**src/hw/bsse_pkg.sv**
```systemverilog
// package: constants, op codes, states and carriers of the branch/skip/shift execution unit
package bsse_pkg;

    // ------------------------------------------------------------
    // register map (byte addresses)
    // ------------------------------------------------------------
    localparam int unsigned ADDR_W      = 8;
    localparam logic [7:0]  OFS_CMD     = 8'h00;
    localparam logic [7:0]  OFS_GPR     = 8'h04;
    localparam logic [7:0]  OFS_FLAGS   = 8'h08;
    localparam logic [7:0]  OFS_PC      = 8'h0C;
    localparam logic [7:0]  OFS_STATE   = 8'h10;
    localparam logic [7:0]  OFS_IO_BASE = 8'h80;
    localparam int unsigned IO_REGS     = 32;
    localparam int unsigned CMD_W       = 24;

    // ------------------------------------------------------------
    // status flag bit positions
    // ------------------------------------------------------------
    localparam int unsigned FLAG_C = 0;
    localparam int unsigned FLAG_Z = 1;
    localparam int unsigned FLAG_N = 2;
    localparam int unsigned FLAG_V = 3;
    localparam int unsigned FLAG_S = 4;
    localparam int unsigned FLAG_H = 5;
    localparam int unsigned FLAG_T = 6;
    localparam int unsigned FLAG_I = 7;

    // state register field positions
    localparam int unsigned STATE_BUSY   = 0;
    localparam int unsigned STATE_TAKEN  = 1;
    localparam int unsigned STATE_CYC_LO = 2;

    // ------------------------------------------------------------
    // reset values
    // ------------------------------------------------------------
    localparam logic [7:0]  GPR_RST   = 8'h00;
    localparam logic [7:0]  FLAGS_RST = 8'h00;
    localparam logic [15:0] PC_RST    = 16'h0000;
    localparam logic [7:0]  IO_RST    = 8'h00;

    // ------------------------------------------------------------
    // cycle counts and program counter steps
    // ------------------------------------------------------------
    localparam logic [1:0]  CYC_ONE    = 2'h1;
    localparam logic [1:0]  CYC_TAKEN  = 2'h2;
    localparam logic [1:0]  CYC_SKIP1  = 2'h2;
    localparam logic [1:0]  CYC_SKIP2  = 2'h3;
    localparam logic [1:0]  CYC_IO_BIT = 2'h2;
    localparam logic [15:0] PC_STEP    = 16'h0001;
    localparam logic [15:0] PC_SKIP1   = 16'h0002;
    localparam logic [15:0] PC_SKIP2   = 16'h0003;

    // ------------------------------------------------------------
    // types
    // ------------------------------------------------------------
    typedef enum logic [4:0] {
        OP_SKIP_IF_REG_BIT_ONE     = 5'h00,
        OP_SKIP_IF_IO_BIT_ZERO     = 5'h01,
        OP_SKIP_IF_IO_BIT_ONE      = 5'h02,
        OP_BRANCH_FLAG_INDEX_SET   = 5'h03,
        OP_BRANCH_FLAG_INDEX_CLEAR = 5'h04,
        OP_BRANCH_EQUAL            = 5'h05,
        OP_BRANCH_NOT_EQUAL        = 5'h06,
        OP_BRANCH_CARRY_ONE        = 5'h07,
        OP_BRANCH_CARRY_ZERO       = 5'h08,
        OP_BRANCH_UNSIGNED_GE      = 5'h09,
        OP_BRANCH_UNSIGNED_LT      = 5'h0A,
        OP_BRANCH_NEGATIVE         = 5'h0B,
        OP_BRANCH_NONNEGATIVE      = 5'h0C,
        OP_BRANCH_SIGNED_GE        = 5'h0D,
        OP_BRANCH_SIGNED_LT        = 5'h0E,
        OP_BRANCH_HALF_CARRY_ONE   = 5'h0F,
        OP_BRANCH_HALF_CARRY_ZERO  = 5'h10,
        OP_BRANCH_TRANSFER_BIT_ONE = 5'h11,
        OP_BRANCH_TRANSFER_BIT_ZERO= 5'h12,
        OP_BRANCH_OVERFLOW_ONE     = 5'h13,
        OP_BRANCH_OVERFLOW_ZERO    = 5'h14,
        OP_BRANCH_IRQ_ENABLED      = 5'h15,
        OP_BRANCH_IRQ_DISABLED     = 5'h16,
        OP_IO_BIT_SET              = 5'h17,
        OP_IO_BIT_CLEAR            = 5'h18,
        OP_SHIFT_LEFT_LOGICAL      = 5'h19,
        OP_SHIFT_RIGHT_LOGICAL     = 5'h1A,
        OP_ROTATE_LEFT_VIA_CARRY   = 5'h1B,
        OP_ROTATE_RIGHT_VIA_CARRY  = 5'h1C
    } bsse_op_e;

    typedef enum logic [1:0] {
        ST_IDLE = 2'h1,
        ST_EXEC = 2'h2
    } bsse_state_e;

    // command word as written to the command register, bit 0 at op[0]
    typedef struct packed {
        logic [4:0] io_addr;
        logic       two_word;
        logic [6:0] offset;
        logic [2:0] flag_sel;
        logic [2:0] bit_sel;
        bsse_op_e   op;
    } bsse_cmd_s;

    // outcome of one instruction, applied when its last cycle ends
    typedef struct packed {
        logic [15:0] pc;
        logic [7:0]  flags;
        logic [7:0]  gpr;
        logic [7:0]  io_val;
        logic        io_we;
        logic        taken;
        logic [1:0]  cycles;
    } bsse_result_s;

endpackage

```
**src/hw/bsse_exec.sv**
```systemverilog
// module: execution unit for skips, flag branches, i/o bit writes and shifts, avalon-mm slave
//
// Added by the designer: the register offsets and register access over Avalon-MM.
`timescale 1ns/1ns

// How it works
// RULE_01: skip next instruction when chosen general register bit is one; flags kept.
// RULE_02: skip next instruction when chosen i/o register bit reads zero; flags kept.
// RULE_03: i/o skip companion skips when chosen i/o bit reads one.
// RULE_04: skip over one-word: pc plus two, two cycles; two-word: plus three, three.
// RULE_05: index branch jumps to pc plus offset plus one when selected flag is one.
// RULE_06: index branch on clear flag jumps when flag is zero; one or two cycles.
// RULE_07: equal branch on zero flag one, not-equal branch on zero flag zero.
// RULE_08: carry branches test carry; unsigned ge on carry zero, lt on one.
// RULE_09: minus branch on negative one, plus branch on negative zero.
// RULE_10: signed ge when negative xor overflow zero, signed lt when it is one.
// RULE_11: half-carry branches on half-carry one or zero.
// RULE_12: transfer-bit branches on t bit one or zero.
// RULE_13: overflow branches on overflow one or zero.
// RULE_14: interrupt-state branches on global enable one or zero; no flag changes.
// RULE_15: branches take one cycle untaken, two taken, never touch flags.
// RULE_16: i/o bit set writes one to chosen bit, two cycles, flags kept.
// RULE_17: i/o bit clear writes zero to chosen bit, two cycles, flags kept.
// RULE_18: shift left inserts zero at bit 0, one cycle, updates z c n v.
// RULE_19: shift right loads zero into bit 7, one cycle, updates z c n v.
// RULE_20: rotate left puts carry in bit 0, bit 7 in carry, one cycle.
// RULE_21: rotate right puts carry in bit 7, bit 0 in carry, one cycle.
module bsse_exec
    import bsse_pkg::*;
(
    input  wire logic              clk_sys_i,
    input  wire logic              reset_i,
    input  wire logic [ADDR_W-1:0] avs_address_i,
    input  wire logic              avs_read_i,
    input  wire logic              avs_write_i,
    input  wire logic [31:0]       avs_writedata_i,
    input  wire logic [3:0]        avs_byteenable_i,
    output logic      [31:0]       avs_readdata_o,
    output logic                   avs_waitrequest_o
);

    // ------------------------------------------------------------
    // functions
    // ------------------------------------------------------------

    // true for every op that is a conditional relative branch
    function automatic logic is_branch(input bsse_op_e op);
        is_branch = (op >= OP_BRANCH_FLAG_INDEX_SET) && (op <= OP_BRANCH_IRQ_DISABLED);
    endfunction

    // branch condition for the given flags
    function automatic logic branch_taken(input bsse_op_e op, input logic [7:0] f,
                                          input logic [2:0] sel);
        case (op)
            OP_BRANCH_FLAG_INDEX_SET:    branch_taken = f[sel];              // RULE_05
            OP_BRANCH_FLAG_INDEX_CLEAR:  branch_taken = !f[sel];             // RULE_06
            OP_BRANCH_EQUAL:             branch_taken = f[FLAG_Z];           // RULE_07
            OP_BRANCH_NOT_EQUAL:         branch_taken = !f[FLAG_Z];          // RULE_07
            OP_BRANCH_CARRY_ONE,
            OP_BRANCH_UNSIGNED_LT:       branch_taken = f[FLAG_C];           // RULE_08
            OP_BRANCH_CARRY_ZERO,
            OP_BRANCH_UNSIGNED_GE:       branch_taken = !f[FLAG_C];          // RULE_08
            OP_BRANCH_NEGATIVE:          branch_taken = f[FLAG_N];           // RULE_09
            OP_BRANCH_NONNEGATIVE:       branch_taken = !f[FLAG_N];          // RULE_09
            OP_BRANCH_SIGNED_GE:         branch_taken = !(f[FLAG_N] ^ f[FLAG_V]); // RULE_10
            OP_BRANCH_SIGNED_LT:         branch_taken = f[FLAG_N] ^ f[FLAG_V];    // RULE_10
            OP_BRANCH_HALF_CARRY_ONE:    branch_taken = f[FLAG_H];           // RULE_11
            OP_BRANCH_HALF_CARRY_ZERO:   branch_taken = !f[FLAG_H];          // RULE_11
            OP_BRANCH_TRANSFER_BIT_ONE:  branch_taken = f[FLAG_T];           // RULE_12
            OP_BRANCH_TRANSFER_BIT_ZERO: branch_taken = !f[FLAG_T];          // RULE_12
            OP_BRANCH_OVERFLOW_ONE:      branch_taken = f[FLAG_V];           // RULE_13
            OP_BRANCH_OVERFLOW_ZERO:     branch_taken = !f[FLAG_V];          // RULE_13
            OP_BRANCH_IRQ_ENABLED:       branch_taken = f[FLAG_I];           // RULE_14
            OP_BRANCH_IRQ_DISABLED:      branch_taken = !f[FLAG_I];          // RULE_14
            default:                     branch_taken = 1'b0;
        endcase
    endfunction

    // full outcome of one command against the current state
    function automatic bsse_result_s execute(input bsse_cmd_s c, input logic [15:0] pc,
                                             input logic [7:0] f, input logic [7:0] r,
                                             input logic [7:0] io);
        bsse_result_s res;
        logic         skip;
        logic         cout;
        logic [7:0]   sh;
        res       = '{pc: pc + PC_STEP, flags: f, gpr: r, io_val: io, io_we: 1'b0,
                      taken: 1'b0, cycles: CYC_ONE};
        skip      = 1'b0;
        cout      = 1'b0;
        sh        = r;
        case (c.op)
            OP_SKIP_IF_REG_BIT_ONE: skip = r[c.bit_sel];                     // RULE_01
            OP_SKIP_IF_IO_BIT_ZERO: skip = !io[c.bit_sel];                   // RULE_02
            OP_SKIP_IF_IO_BIT_ONE:  skip = io[c.bit_sel];                    // RULE_03
            OP_IO_BIT_SET: begin
                res.io_val[c.bit_sel] = 1'b1;                                // RULE_16
                res.io_we             = 1'b1;
                res.cycles            = CYC_IO_BIT;
            end
            OP_IO_BIT_CLEAR: begin
                res.io_val[c.bit_sel] = 1'b0;                                // RULE_17
                res.io_we             = 1'b1;
                res.cycles            = CYC_IO_BIT;
            end
            OP_SHIFT_LEFT_LOGICAL: begin
                sh   = {r[6:0], 1'b0};                                       // RULE_18
                cout = r[7];
            end
            OP_SHIFT_RIGHT_LOGICAL: begin
                sh   = {1'b0, r[7:1]};                                       // RULE_19
                cout = r[0];
            end
            OP_ROTATE_LEFT_VIA_CARRY: begin
                sh   = {r[6:0], f[FLAG_C]};                                  // RULE_20
                cout = r[7];
            end
            OP_ROTATE_RIGHT_VIA_CARRY: begin
                sh   = {f[FLAG_C], r[7:1]};                                  // RULE_21
                cout = r[0];
            end
            default: begin
                // branches: flags untouched, two cycles when taken
                if (is_branch(c.op) && branch_taken(c.op, f, c.flag_sel)) begin
                    res.pc     = pc + {{9{c.offset[6]}}, c.offset} + PC_STEP; // RULE_05
                    res.taken  = 1'b1;
                    res.cycles = CYC_TAKEN;                                  // RULE_15
                end
            end
        endcase
        // skip length follows the size of the skipped instruction
        if (skip) begin
            res.taken  = 1'b1;
            res.pc     = pc + (c.two_word ? PC_SKIP2 : PC_SKIP1);            // RULE_04
            res.cycles = c.two_word ? CYC_SKIP2 : CYC_SKIP1;                 // RULE_04
        end
        // shift family: result and z c n v, v is n xor c
        if (c.op >= OP_SHIFT_LEFT_LOGICAL && c.op <= OP_ROTATE_RIGHT_VIA_CARRY) begin
            res.gpr          = sh;
            res.flags[FLAG_Z] = (sh == 8'h00);                               // RULE_18
            res.flags[FLAG_C] = cout;
            res.flags[FLAG_N] = sh[7];
            res.flags[FLAG_V] = sh[7] ^ cout;
        end
        execute = res;
    endfunction

    // ------------------------------------------------------------
    // state
    // ------------------------------------------------------------
    logic [7:0]   io_mem [IO_REGS];
    logic [15:0]  pc;
    logic [7:0]   flags;
    logic [7:0]   gpr;
    bsse_cmd_s    cmd;
    bsse_result_s pend;
    bsse_state_e  state;
    logic [1:0]   cnt;
    logic         last_taken;
    logic [1:0]   last_cycles;

    // bus decode
    bsse_cmd_s    cmd_in;
    bsse_result_s next_res;
    logic         bus_req;
    logic         bus_done;
    logic         wr_done;
    logic         io_sel;
    logic [4:0]   io_idx;
    logic         launch;
    logic         commit;

    assign bus_req  = avs_read_i || avs_write_i;
    assign bus_done = bus_req && !avs_waitrequest_o;
    assign wr_done  = bus_done && avs_write_i;
    assign io_sel   = avs_address_i[7];
    assign io_idx   = avs_address_i[6:2];
    assign cmd_in   = bsse_cmd_s'(avs_writedata_i[CMD_W-1:0]);
    assign launch   = wr_done && (avs_address_i == OFS_CMD);
    assign commit   = (state == ST_EXEC) && (cnt == CYC_ONE);
    assign next_res = execute(cmd_in, pc, flags, gpr, io_mem[cmd_in.io_addr]);

    // ------------------------------------------------------------
    // avalon slave: waitrequest drops one cycle after a request
    // while idle; read data is loaded at that same edge
    // ------------------------------------------------------------
    always_ff @(posedge clk_sys_i) begin
        if (reset_i) begin
            avs_waitrequest_o <= 1'b1;
            avs_readdata_o    <= 32'h0000_0000;
        end else if (bus_req && avs_waitrequest_o && state == ST_IDLE) begin
            avs_waitrequest_o <= 1'b0;
            avs_readdata_o    <= 32'h0000_0000;
            if (avs_read_i && io_sel) begin
                avs_readdata_o[7:0] <= io_mem[io_idx];
            end else if (avs_read_i) begin
                case (avs_address_i)
                    OFS_CMD:   avs_readdata_o[CMD_W-1:0] <= cmd;
                    OFS_GPR:   avs_readdata_o[7:0]       <= gpr;
                    OFS_FLAGS: avs_readdata_o[7:0]       <= flags;
                    OFS_PC:    avs_readdata_o[15:0]      <= pc;
                    OFS_STATE: begin
                        avs_readdata_o[STATE_BUSY]                 <= 1'b0;
                        avs_readdata_o[STATE_TAKEN]                <= last_taken;
                        avs_readdata_o[STATE_CYC_LO+1:STATE_CYC_LO] <= last_cycles;
                    end
                    default:   avs_readdata_o <= 32'h0000_0000;
                endcase
            end
        end else begin
            avs_waitrequest_o <= 1'b1;
        end
    end

    // ------------------------------------------------------------
    // sequencer: holds the bus off for the instruction's cycles
    // ------------------------------------------------------------
    always_ff @(posedge clk_sys_i) begin
        if (reset_i) begin
            state       <= ST_IDLE;
            cnt         <= CYC_ONE;
            cmd         <= '0;
            pend        <= '0;
            last_taken  <= 1'b0;
            last_cycles <= CYC_ONE;
        end else begin
            case (state)
                ST_IDLE: begin
                    if (launch) begin
                        cmd   <= cmd_in;
                        pend  <= next_res;
                        cnt   <= next_res.cycles;
                        state <= ST_EXEC;
                    end
                end
                ST_EXEC: begin
                    if (commit) begin
                        last_taken  <= pend.taken;
                        last_cycles <= pend.cycles;
                        state       <= ST_IDLE;
                    end else begin
                        cnt <= cnt - CYC_ONE;
                    end
                end
                default: state <= ST_IDLE;
            endcase
        end
    end

    // program counter: software load when idle, update at commit
    always_ff @(posedge clk_sys_i) begin
        if (reset_i) begin
            pc <= PC_RST;
        end else if (commit) begin
            pc <= pend.pc;                                                   // RULE_15
        end else if (wr_done && avs_address_i == OFS_PC) begin
            if (avs_byteenable_i[0]) pc[7:0]  <= avs_writedata_i[7:0];
            if (avs_byteenable_i[1]) pc[15:8] <= avs_writedata_i[15:8];
        end
    end

    // status flags: only shifts change them at commit
    always_ff @(posedge clk_sys_i) begin
        if (reset_i) begin
            flags <= FLAGS_RST;
        end else if (commit) begin
            flags <= pend.flags;                                             // RULE_19
        end else if (wr_done && avs_address_i == OFS_FLAGS && avs_byteenable_i[0]) begin
            flags <= avs_writedata_i[7:0];
        end
    end

    // working register under test or shift
    always_ff @(posedge clk_sys_i) begin
        if (reset_i) begin
            gpr <= GPR_RST;
        end else if (commit) begin
            gpr <= pend.gpr;                                                 // RULE_20
        end else if (wr_done && avs_address_i == OFS_GPR && avs_byteenable_i[0]) begin
            gpr <= avs_writedata_i[7:0];
        end
    end

    // ------------------------------------------------------------
    // i/o register file, one process per location
    // ------------------------------------------------------------
    for (genvar g = 0; g < IO_REGS; g++) begin : g_io
        always_ff @(posedge clk_sys_i) begin
            if (reset_i) begin
                io_mem[g] <= IO_RST;
            end else if (commit && pend.io_we && cmd.io_addr == 5'(g)) begin
                io_mem[g] <= pend.io_val;                                    // RULE_16
            end else if (wr_done && io_sel && io_idx == 5'(g) && avs_byteenable_i[0]) begin
                io_mem[g] <= avs_writedata_i[7:0];
            end
        end
    end

    // ------------------------------------------------------------
    // checks
    // ------------------------------------------------------------
    logic [15:0] snap_pc;
    logic [7:0]  snap_flags;
    logic [7:0]  snap_gpr;

    // values at launch, read only by the checks
    always_ff @(posedge clk_sys_i) begin
        if (launch) begin
            snap_pc    <= pc;
            snap_flags <= flags;
            snap_gpr   <= gpr;
        end
    end

    a_skip_reg_bit: assert property (@(posedge clk_sys_i) disable iff (reset_i) // RULE_01
        launch && cmd_in.op == OP_SKIP_IF_REG_BIT_ONE && gpr[cmd_in.bit_sel] && !cmd_in.two_word
        |-> ##3 (pc == snap_pc + PC_SKIP1) && (flags == snap_flags))
        else $error("register bit skip wrong pc or flags");

    a_skip_io_zero: assert property (@(posedge clk_sys_i) disable iff (reset_i) // RULE_02
        launch && cmd_in.op == OP_SKIP_IF_IO_BIT_ZERO && cmd_in.two_word
        && !io_mem[cmd_in.io_addr][cmd_in.bit_sel]
        |=> (state == ST_EXEC) [*3] ##1 (state == ST_IDLE) && (pc == snap_pc + PC_SKIP2))
        else $error("io zero skip over two words wrong");

    a_skip_io_one: assert property (@(posedge clk_sys_i) disable iff (reset_i) // RULE_03
        launch && cmd_in.op == OP_SKIP_IF_IO_BIT_ONE && !io_mem[cmd_in.io_addr][cmd_in.bit_sel]
        |-> ##2 (pc == snap_pc + PC_STEP) && (last_cycles == CYC_ONE))
        else $error("io one skip taken on zero bit");

    a_branch_taken: assert property (@(posedge clk_sys_i) disable iff (reset_i) // RULE_05
        launch && is_branch(cmd_in.op) && branch_taken(cmd_in.op, flags, cmd_in.flag_sel)
        |-> ##3 (pc == snap_pc + {{9{cmd.offset[6]}}, cmd.offset} + PC_STEP)
             && (flags == snap_flags))
        else $error("taken branch wrong target or flags");

    a_branch_untaken: assert property (@(posedge clk_sys_i) disable iff (reset_i) // RULE_15
        launch && is_branch(cmd_in.op) && !branch_taken(cmd_in.op, flags, cmd_in.flag_sel)
        |=> (state == ST_EXEC) ##1 (state == ST_IDLE) && (pc == snap_pc + PC_STEP))
        else $error("untaken branch not one cycle");

    a_io_set_bit: assert property (@(posedge clk_sys_i) disable iff (reset_i) // RULE_16
        launch && cmd_in.op == OP_IO_BIT_SET
        |-> ##3 io_mem[cmd.io_addr][cmd.bit_sel] && (flags == snap_flags)
             && (last_cycles == CYC_IO_BIT))
        else $error("io bit set failed");

    a_io_clear_bit: assert property (@(posedge clk_sys_i) disable iff (reset_i) // RULE_17
        launch && cmd_in.op == OP_IO_BIT_CLEAR
        |-> ##3 !io_mem[cmd.io_addr][cmd.bit_sel] && (flags == snap_flags))
        else $error("io bit clear failed");

    a_shift_left: assert property (@(posedge clk_sys_i) disable iff (reset_i) // RULE_18
        launch && cmd_in.op == OP_SHIFT_LEFT_LOGICAL
        |-> ##2 (gpr == {snap_gpr[6:0], 1'b0}) && (flags[FLAG_C] == snap_gpr[7])
             && (flags[FLAG_Z] == (snap_gpr[6:0] == 7'h00)))
        else $error("logical left shift wrong");

    a_rotate_right: assert property (@(posedge clk_sys_i) disable iff (reset_i) // RULE_21
        launch && cmd_in.op == OP_ROTATE_RIGHT_VIA_CARRY
        |-> ##2 (gpr == {snap_flags[FLAG_C], snap_gpr[7:1]}) && (flags[FLAG_C] == snap_gpr[0]))
        else $error("rotate right through carry wrong");

    a_skip_two_word: assert property (@(posedge clk_sys_i) disable iff (reset_i) // RULE_04
        launch && cmd_in.op == OP_SKIP_IF_REG_BIT_ONE && gpr[cmd_in.bit_sel] && cmd_in.two_word
        |-> ##4 (pc == snap_pc + PC_SKIP2) && (last_cycles == CYC_SKIP2)
             && (flags == snap_flags))
        else $error("register bit skip over two words wrong");

    a_shift_right: assert property (@(posedge clk_sys_i) disable iff (reset_i) // RULE_19
        launch && cmd_in.op == OP_SHIFT_RIGHT_LOGICAL
        |-> ##2 (gpr == {1'b0, snap_gpr[7:1]}) && (flags[FLAG_C] == snap_gpr[0])
             && !flags[FLAG_N])
        else $error("logical right shift wrong");

    a_rotate_left: assert property (@(posedge clk_sys_i) disable iff (reset_i) // RULE_20
        launch && cmd_in.op == OP_ROTATE_LEFT_VIA_CARRY
        |-> ##2 (gpr == {snap_gpr[6:0], snap_flags[FLAG_C]}) && (flags[FLAG_C] == snap_gpr[7])
             && (flags[FLAG_V] == (snap_gpr[6] ^ snap_gpr[7])))
        else $error("rotate left through carry wrong");

endmodule

```
**config.mk**
```make
export PLATFORM = sky130hd
export DESIGN_NAME = bsse_exec
export DESIGN_NICKNAME = d
export VERILOG_FILES = /design/src/hw/bsse_pkg.sv /design/src/hw/bsse_exec.sv
export SDC_FILE = /design/constraint.sdc
export NUM_CORES = 1
export LEC_CHECK = 0
export BUFFER_PORTS_ARGS = -buffer_cell sky130_fd_sc_hd__buf_2
export CORE_ASPECT_RATIO = 1.5
export CORE_MARGIN = 2
export CORE_UTILIZATION = 30
export DETAILED_ROUTE_END_ITERATION = 8
export PLACE_DENSITY = 0.43
export SETUP_SLACK_MARGIN = 0.4
export SLEW_MARGIN = 10
export SYNTH_ARGS = -nofsm -noshare
export SYNTH_HDL_FRONTEND = slang
export SYNTH_SLANG_ARGS = --single-unit
```
**constraint.sdc**
```tcl
create_clock -name clk_sys_i -period 3.3 [get_ports clk_sys_i]
set_clock_uncertainty 0.15 [all_clocks]
set_input_delay 0.66 -clock clk_sys_i [delete_from_list [all_inputs] [get_ports clk_sys_i]]
set_output_delay 0.66 -clock clk_sys_i [all_outputs]
set_load 0.01 [all_outputs]
```
==> insert_results.sql <==
INSERT INTO impl_metrics (metric_group, metric, value, unit) VALUES
('synth', 'synth_cells', '2070', ''),
('layout', 'num-nets-final', '2361', ''),
('global_route', 'grt_max_degree', '75', ''),
('power', 'p_per_area', '415', 'nW/um^2'),
('synth', 'share_of_synthesized_flip_flops_with_an_asynchronous_set_or_reset', '0', ''),
('place', 'hpwlAfterDp', '72300', 'microns'),
('worst_setup_path', 'cp.required', '3.59', 'ns'),
('clock_network', 'clock_tree_sinks', '388', ''),
('worst_setup_path', 'worstSetupEndpoint', 'pend[40]', ''),
('layout', 'n_antenna_cell', '0', ''),
('layout', 'area_growth', '22.7', '%'),
('clock_network', 'cts_root_buf', 'clkbuf_16', ''),
('timing', 'worstMarginPinSlew', '1.12', 'ns'),
('clock_network', 'cts_made_buffers', '42', ''),
('worst_setup_path', 'setup.worst_path.start', 'io_mem[9][0]', ''),
('timing', 'setup_violating_endpoint_count_in_the_final_report', '15', ''),
('routing', 'route.detailed.wl_per_inst', '28.3', 'microns'),
('timing', 'max_freq', '293', 'MHz'),
('worst_hold_path', 'hold_path.class', 'in2reg', ''),
('outcome', 'violated_checks', 'setup timing', ''),
('synth', 'synth.cell_area', '22800', 'sq um'),
('power', 'max-vdd-ir-drop', '0.297', 'mV'),
('worst_setup_path', 'crit_path_end_kind', 'flip-flop', ''),
('synth', 'synth_area_leaders', 'edfxtp_1, mux4_2, dfxtp_1', ''),
('clock_network', 'clk_pin_slew', '0.07', 'ns'),
('synth', 'post_synthesis_mean_instance_area', '11.0', 'sq um'),
('layout', 'share_of_final_layout_standard_cells_stronger_than_drive_strength_1', '0.280', ''),
('synth', 'synthDominantCellAreaShare', '0.337', ''),
('routing', 'detailroute.via_count', '19278', ''),
('timing', 'slew_viol_final', '0', ''),
('synth', 'ys_ff_latch', '388', ''),
('clock_network', 'ctsHtreeMaxLevel', '2', ''),
('timing', 'relSlewSlack', '0.247', ''),
('place', 'dpl_worst_slack', '-0.870', 'ns'),
('synth', 'synth_edf_count', '256', ''),
('timing', 'rsz_0062_raised_after_global_routing', 'true', ''),
('layout', 'fillCellCount', '7551', ''),
('routing', 'drc', '0', ''),
('routing', 'drt-total-wl', '94000', 'microns'),
('routing', 'postRouteAntennaNets', '0', ''),
('place', 'port_buffers', '62', ''),
('routing', 'routed_via_density', '5.80', ''),
('synth', 'synthesis.yosys.warnings', '0', ''),
('clock_network', 'skew_pair_late_insertion_delay', '0.61', 'ns'),
('synth', 'yosysSeqAreaShare', '0.453', ''),
('floorplan', 'die_width', '229', 'microns'),
('global_route', 'grt_overflow_total', '0', ''),
('routing', 'detail_route.first_pass.iterations', '5', ''),
('worst_setup_path', 'worst-setup-path-type', 'reg2reg', ''),
('timing', 'timing.final.crit_share', '1.03', ''),
('worst_setup_path', 'regToRegSetupSlack', '-0.11', 'ns'),
('floorplan', 'initial_util', '0.303', ''),
('floorplan', 'design.portCount', '81', ''),
('timing', 'report.final.hold_viol_count', '0', ''),
('worst_setup_path', 'reg2reg_depth', '14', ''),
('worst_setup_path', 'regToRegEndpoint', 'pend[40]', ''),
('place', 'gp_congestion', '0.967', ''),
('global_route', 'grtUsageTotal', '0.234', ''),
('routing', 'detailedRoute.firstIterationViolations', '1493', ''),
('timing', 'finalCriticalPeriod', '3.41', 'ns'),
('layout', 'final_util', '0.372', ''),
('power', 'p_leak', '0.0101', 'uW'),
('layout', 'layout.area.seq', '10300', 'sq um'),
('worst_setup_path', 'crit_fanout', '6', ''),
('synth', 'dominantRegCellSynth', 'edfxtp_1', ''),
('worst_setup_path', 'regToRegStartpoint', 'io_mem[9][0]', ''),
('floorplan', 'floorplan.die_area', '78200', 'sq um'),
('worst_setup_path', 'arrival', '3.70', 'ns'),
('layout', 'multi_input_comb_area', '11800', 'sq um'),
('synth', 'distinct_cells_synth', '71', ''),
('floorplan', 'die_y', '342', 'microns'),
('clock_network', 'clock_tree_from_tritoncts', 'yes', ''),
('outcome', 'run_status', 'finished, violations left', ''),
('flow_run', 'max_cap_viol', '0', ''),
('synth', 'synth.largest_area_cell', 'edfxtp_1', ''),
('global_route', 'grt_pass1_vias', '19525', ''),
('global_route', 'wire_length_of_the_first_global_routing_pass', '135000', 'microns'),
('clock_network', 'ctsLongestPathBuffers', '3', ''),
('floorplan', 'core.rowCount', '123', ''),
('timing', 'timing.final.ws_setup', '-0.111', 'ns'),
('worst_setup_path', 'critPathLaunchType', 'flip-flop', ''),
('global_route', 'number_of_antenna_violations_at_the_first_check_in_global_routing', '4', ''),
('floorplan', 'std_cell_core_area', '75100', 'sq um');
==> per-layer routing <==
layer  global-route usage  share of wire
met1                0.261           0.37
met2                0.430           0.52
met3               0.0292          0.048
met4                0.132          0.064
met5                    0        0.00045
==> repair_timing <==
| item | CTS | global route |
|---|---|---|
| hold buffers | 0 | 0 |
| resized for setup | 14 | 44 |
| pin swaps | 3 | 23 |
| gates cloned | 0 | 5 |
| setup buffers | 2 | 5 |
| setup endpoints to repair | 21 | 37 |
| hold endpoints to repair | 0 | 0 |
==> sequential cells by signal, summed over array words and instances, names as in the netlist <==
register	cells
avs_waitrequest_o	1
state	2
avs_readdata_o	24
pend	44
gpr	8
flags	8
cnt	2
cmd	24
last_taken	1
io_mem	256
last_cycles	2
pc	16
==> cell type report <==
cell class / instances / area share
Timing Repair Buffer: 384 / 0.113
Clock buffer: 48 / 0.0384
Inverter: 17 / 0.00228
Multi-Input combinational cell: 1460 / 0.423
Sequential cell: 388 / 0.370
Tap cell: 1000 / 0.0448
Clock inverter: 27 / 0.00958
==> worst min path at each step <==
| stage | cells after the start | slack [ns] | end | startpoint |
|---|---|---|---|---|
| after floorplan | 2 | 0.28 | last_cycles[1] | pend[1] |
| after global placement | 2 | 0.30 | cmd[7] | cmd[7] |
| after detailed placement | 2 | 0.30 | pend[23] | pend[23] |
| after CTS | 3 | 0.13 | cmd[11] | avs_writedata_i[11] |
| after global routing | 3 | 0.18 | cmd[11] | avs_writedata_i[11] |
| final | 3 | 0.15 | cmd[11] | avs_writedata_i[11] |
==> power by group <==
part / internal [uW] / switching, uW
registers: 5280 / 84.9
clock network: 2660 / 2170
logic: 609 / 792
total: 8550 / 3040
==> critical path: stages (launching register included) <==
cell	delay (ns)
edfxtp_1	0.42
mux4_2	0.48
o22ai_2	0.20
buf_4	0.18
nor4_1	0.06
a22o_1	0.22
a221oi_2	0.26
buf_4	0.17
a31oi_1	0.06
and3b_2	0.36
buf_12	0.16
o21ai_4	0.06
a22o_1	0.21
o211ai_1	0.16
a21oi_1	0.08
==> kinds of logic (layout without fill, tap and decap cells) <==
logic type,Yosys count,count (layout),share of synthesized area
mux,193,193,0.158
xor+xnor,25,25,0.00961
simple gates,588,589,0.115
fa+ha+maj,20,20,0.0113
buf+inv,230,476,0.0439
other cells,1,8,0.000165
compound gates,625,625,0.209
flops,388,388,0.453
==> placed cells by master (no fill, tap or decap), types with 9 or more instances in the layout <==
master     count
buf_12        23
inv_1         16
o221ai_1      31
o22ai_1       14
mux2i_1       53
o211ai_1      18
nor3_1        35
a22oi_1       30
nor2b_1       19
buf_2         58
buf_4        288
nor3_2        13
mux4_2       126
a22o_1       275
o22ai_2        9
nand2b_1      10
xor2_1        10
a31oi_1       12
mux2_2         9
clkbuf_16     46
nor2_1       188
nand3_1       65
dfxtp_1      132
nand2_1      190
o21ai_0       27
nand4_1        9
edfxtp_1     256
a311oi_1      27
a21oi_1      115
a211oi_1      13
xnor2_1       15
ha_1          19
==> cells in the mapped netlist, types with 25 or more instances <==
cell type / count
a21oi_1: 117
dfxtp_1: 132
a311oi_1: 27
o21ai_0: 30
mux4_2: 123
buf_1: 27
clkbuf_1: 156
edfxtp_1: 256
nand2_1: 191
o221ai_1: 37
nor2_1: 192
mux2i_1: 53
o22ai_1: 25
nand3_1: 66
a22o_1: 276
a22oi_1: 32
nor3_1: 48
==> through the flow <==
step	hold slack (ns)	cell area [sq um]	instances	TNS, ns	power (uW)
3_5_place_dp	0.298	26200	3237	-16.32	6790
4_1_cts	0.127	27600	3314	-0.804	11600
5_1_grt	0.179	28000	3324	-2.81	11900
2_1_floorplan	0.282	23000	2077	-1.28	6150
3_3_place_gp	0.295	26200	3237	-16.84	6780
6_report	0.151	28000	3324	-1.17	11600
Power figures use the tool's default switching activity.
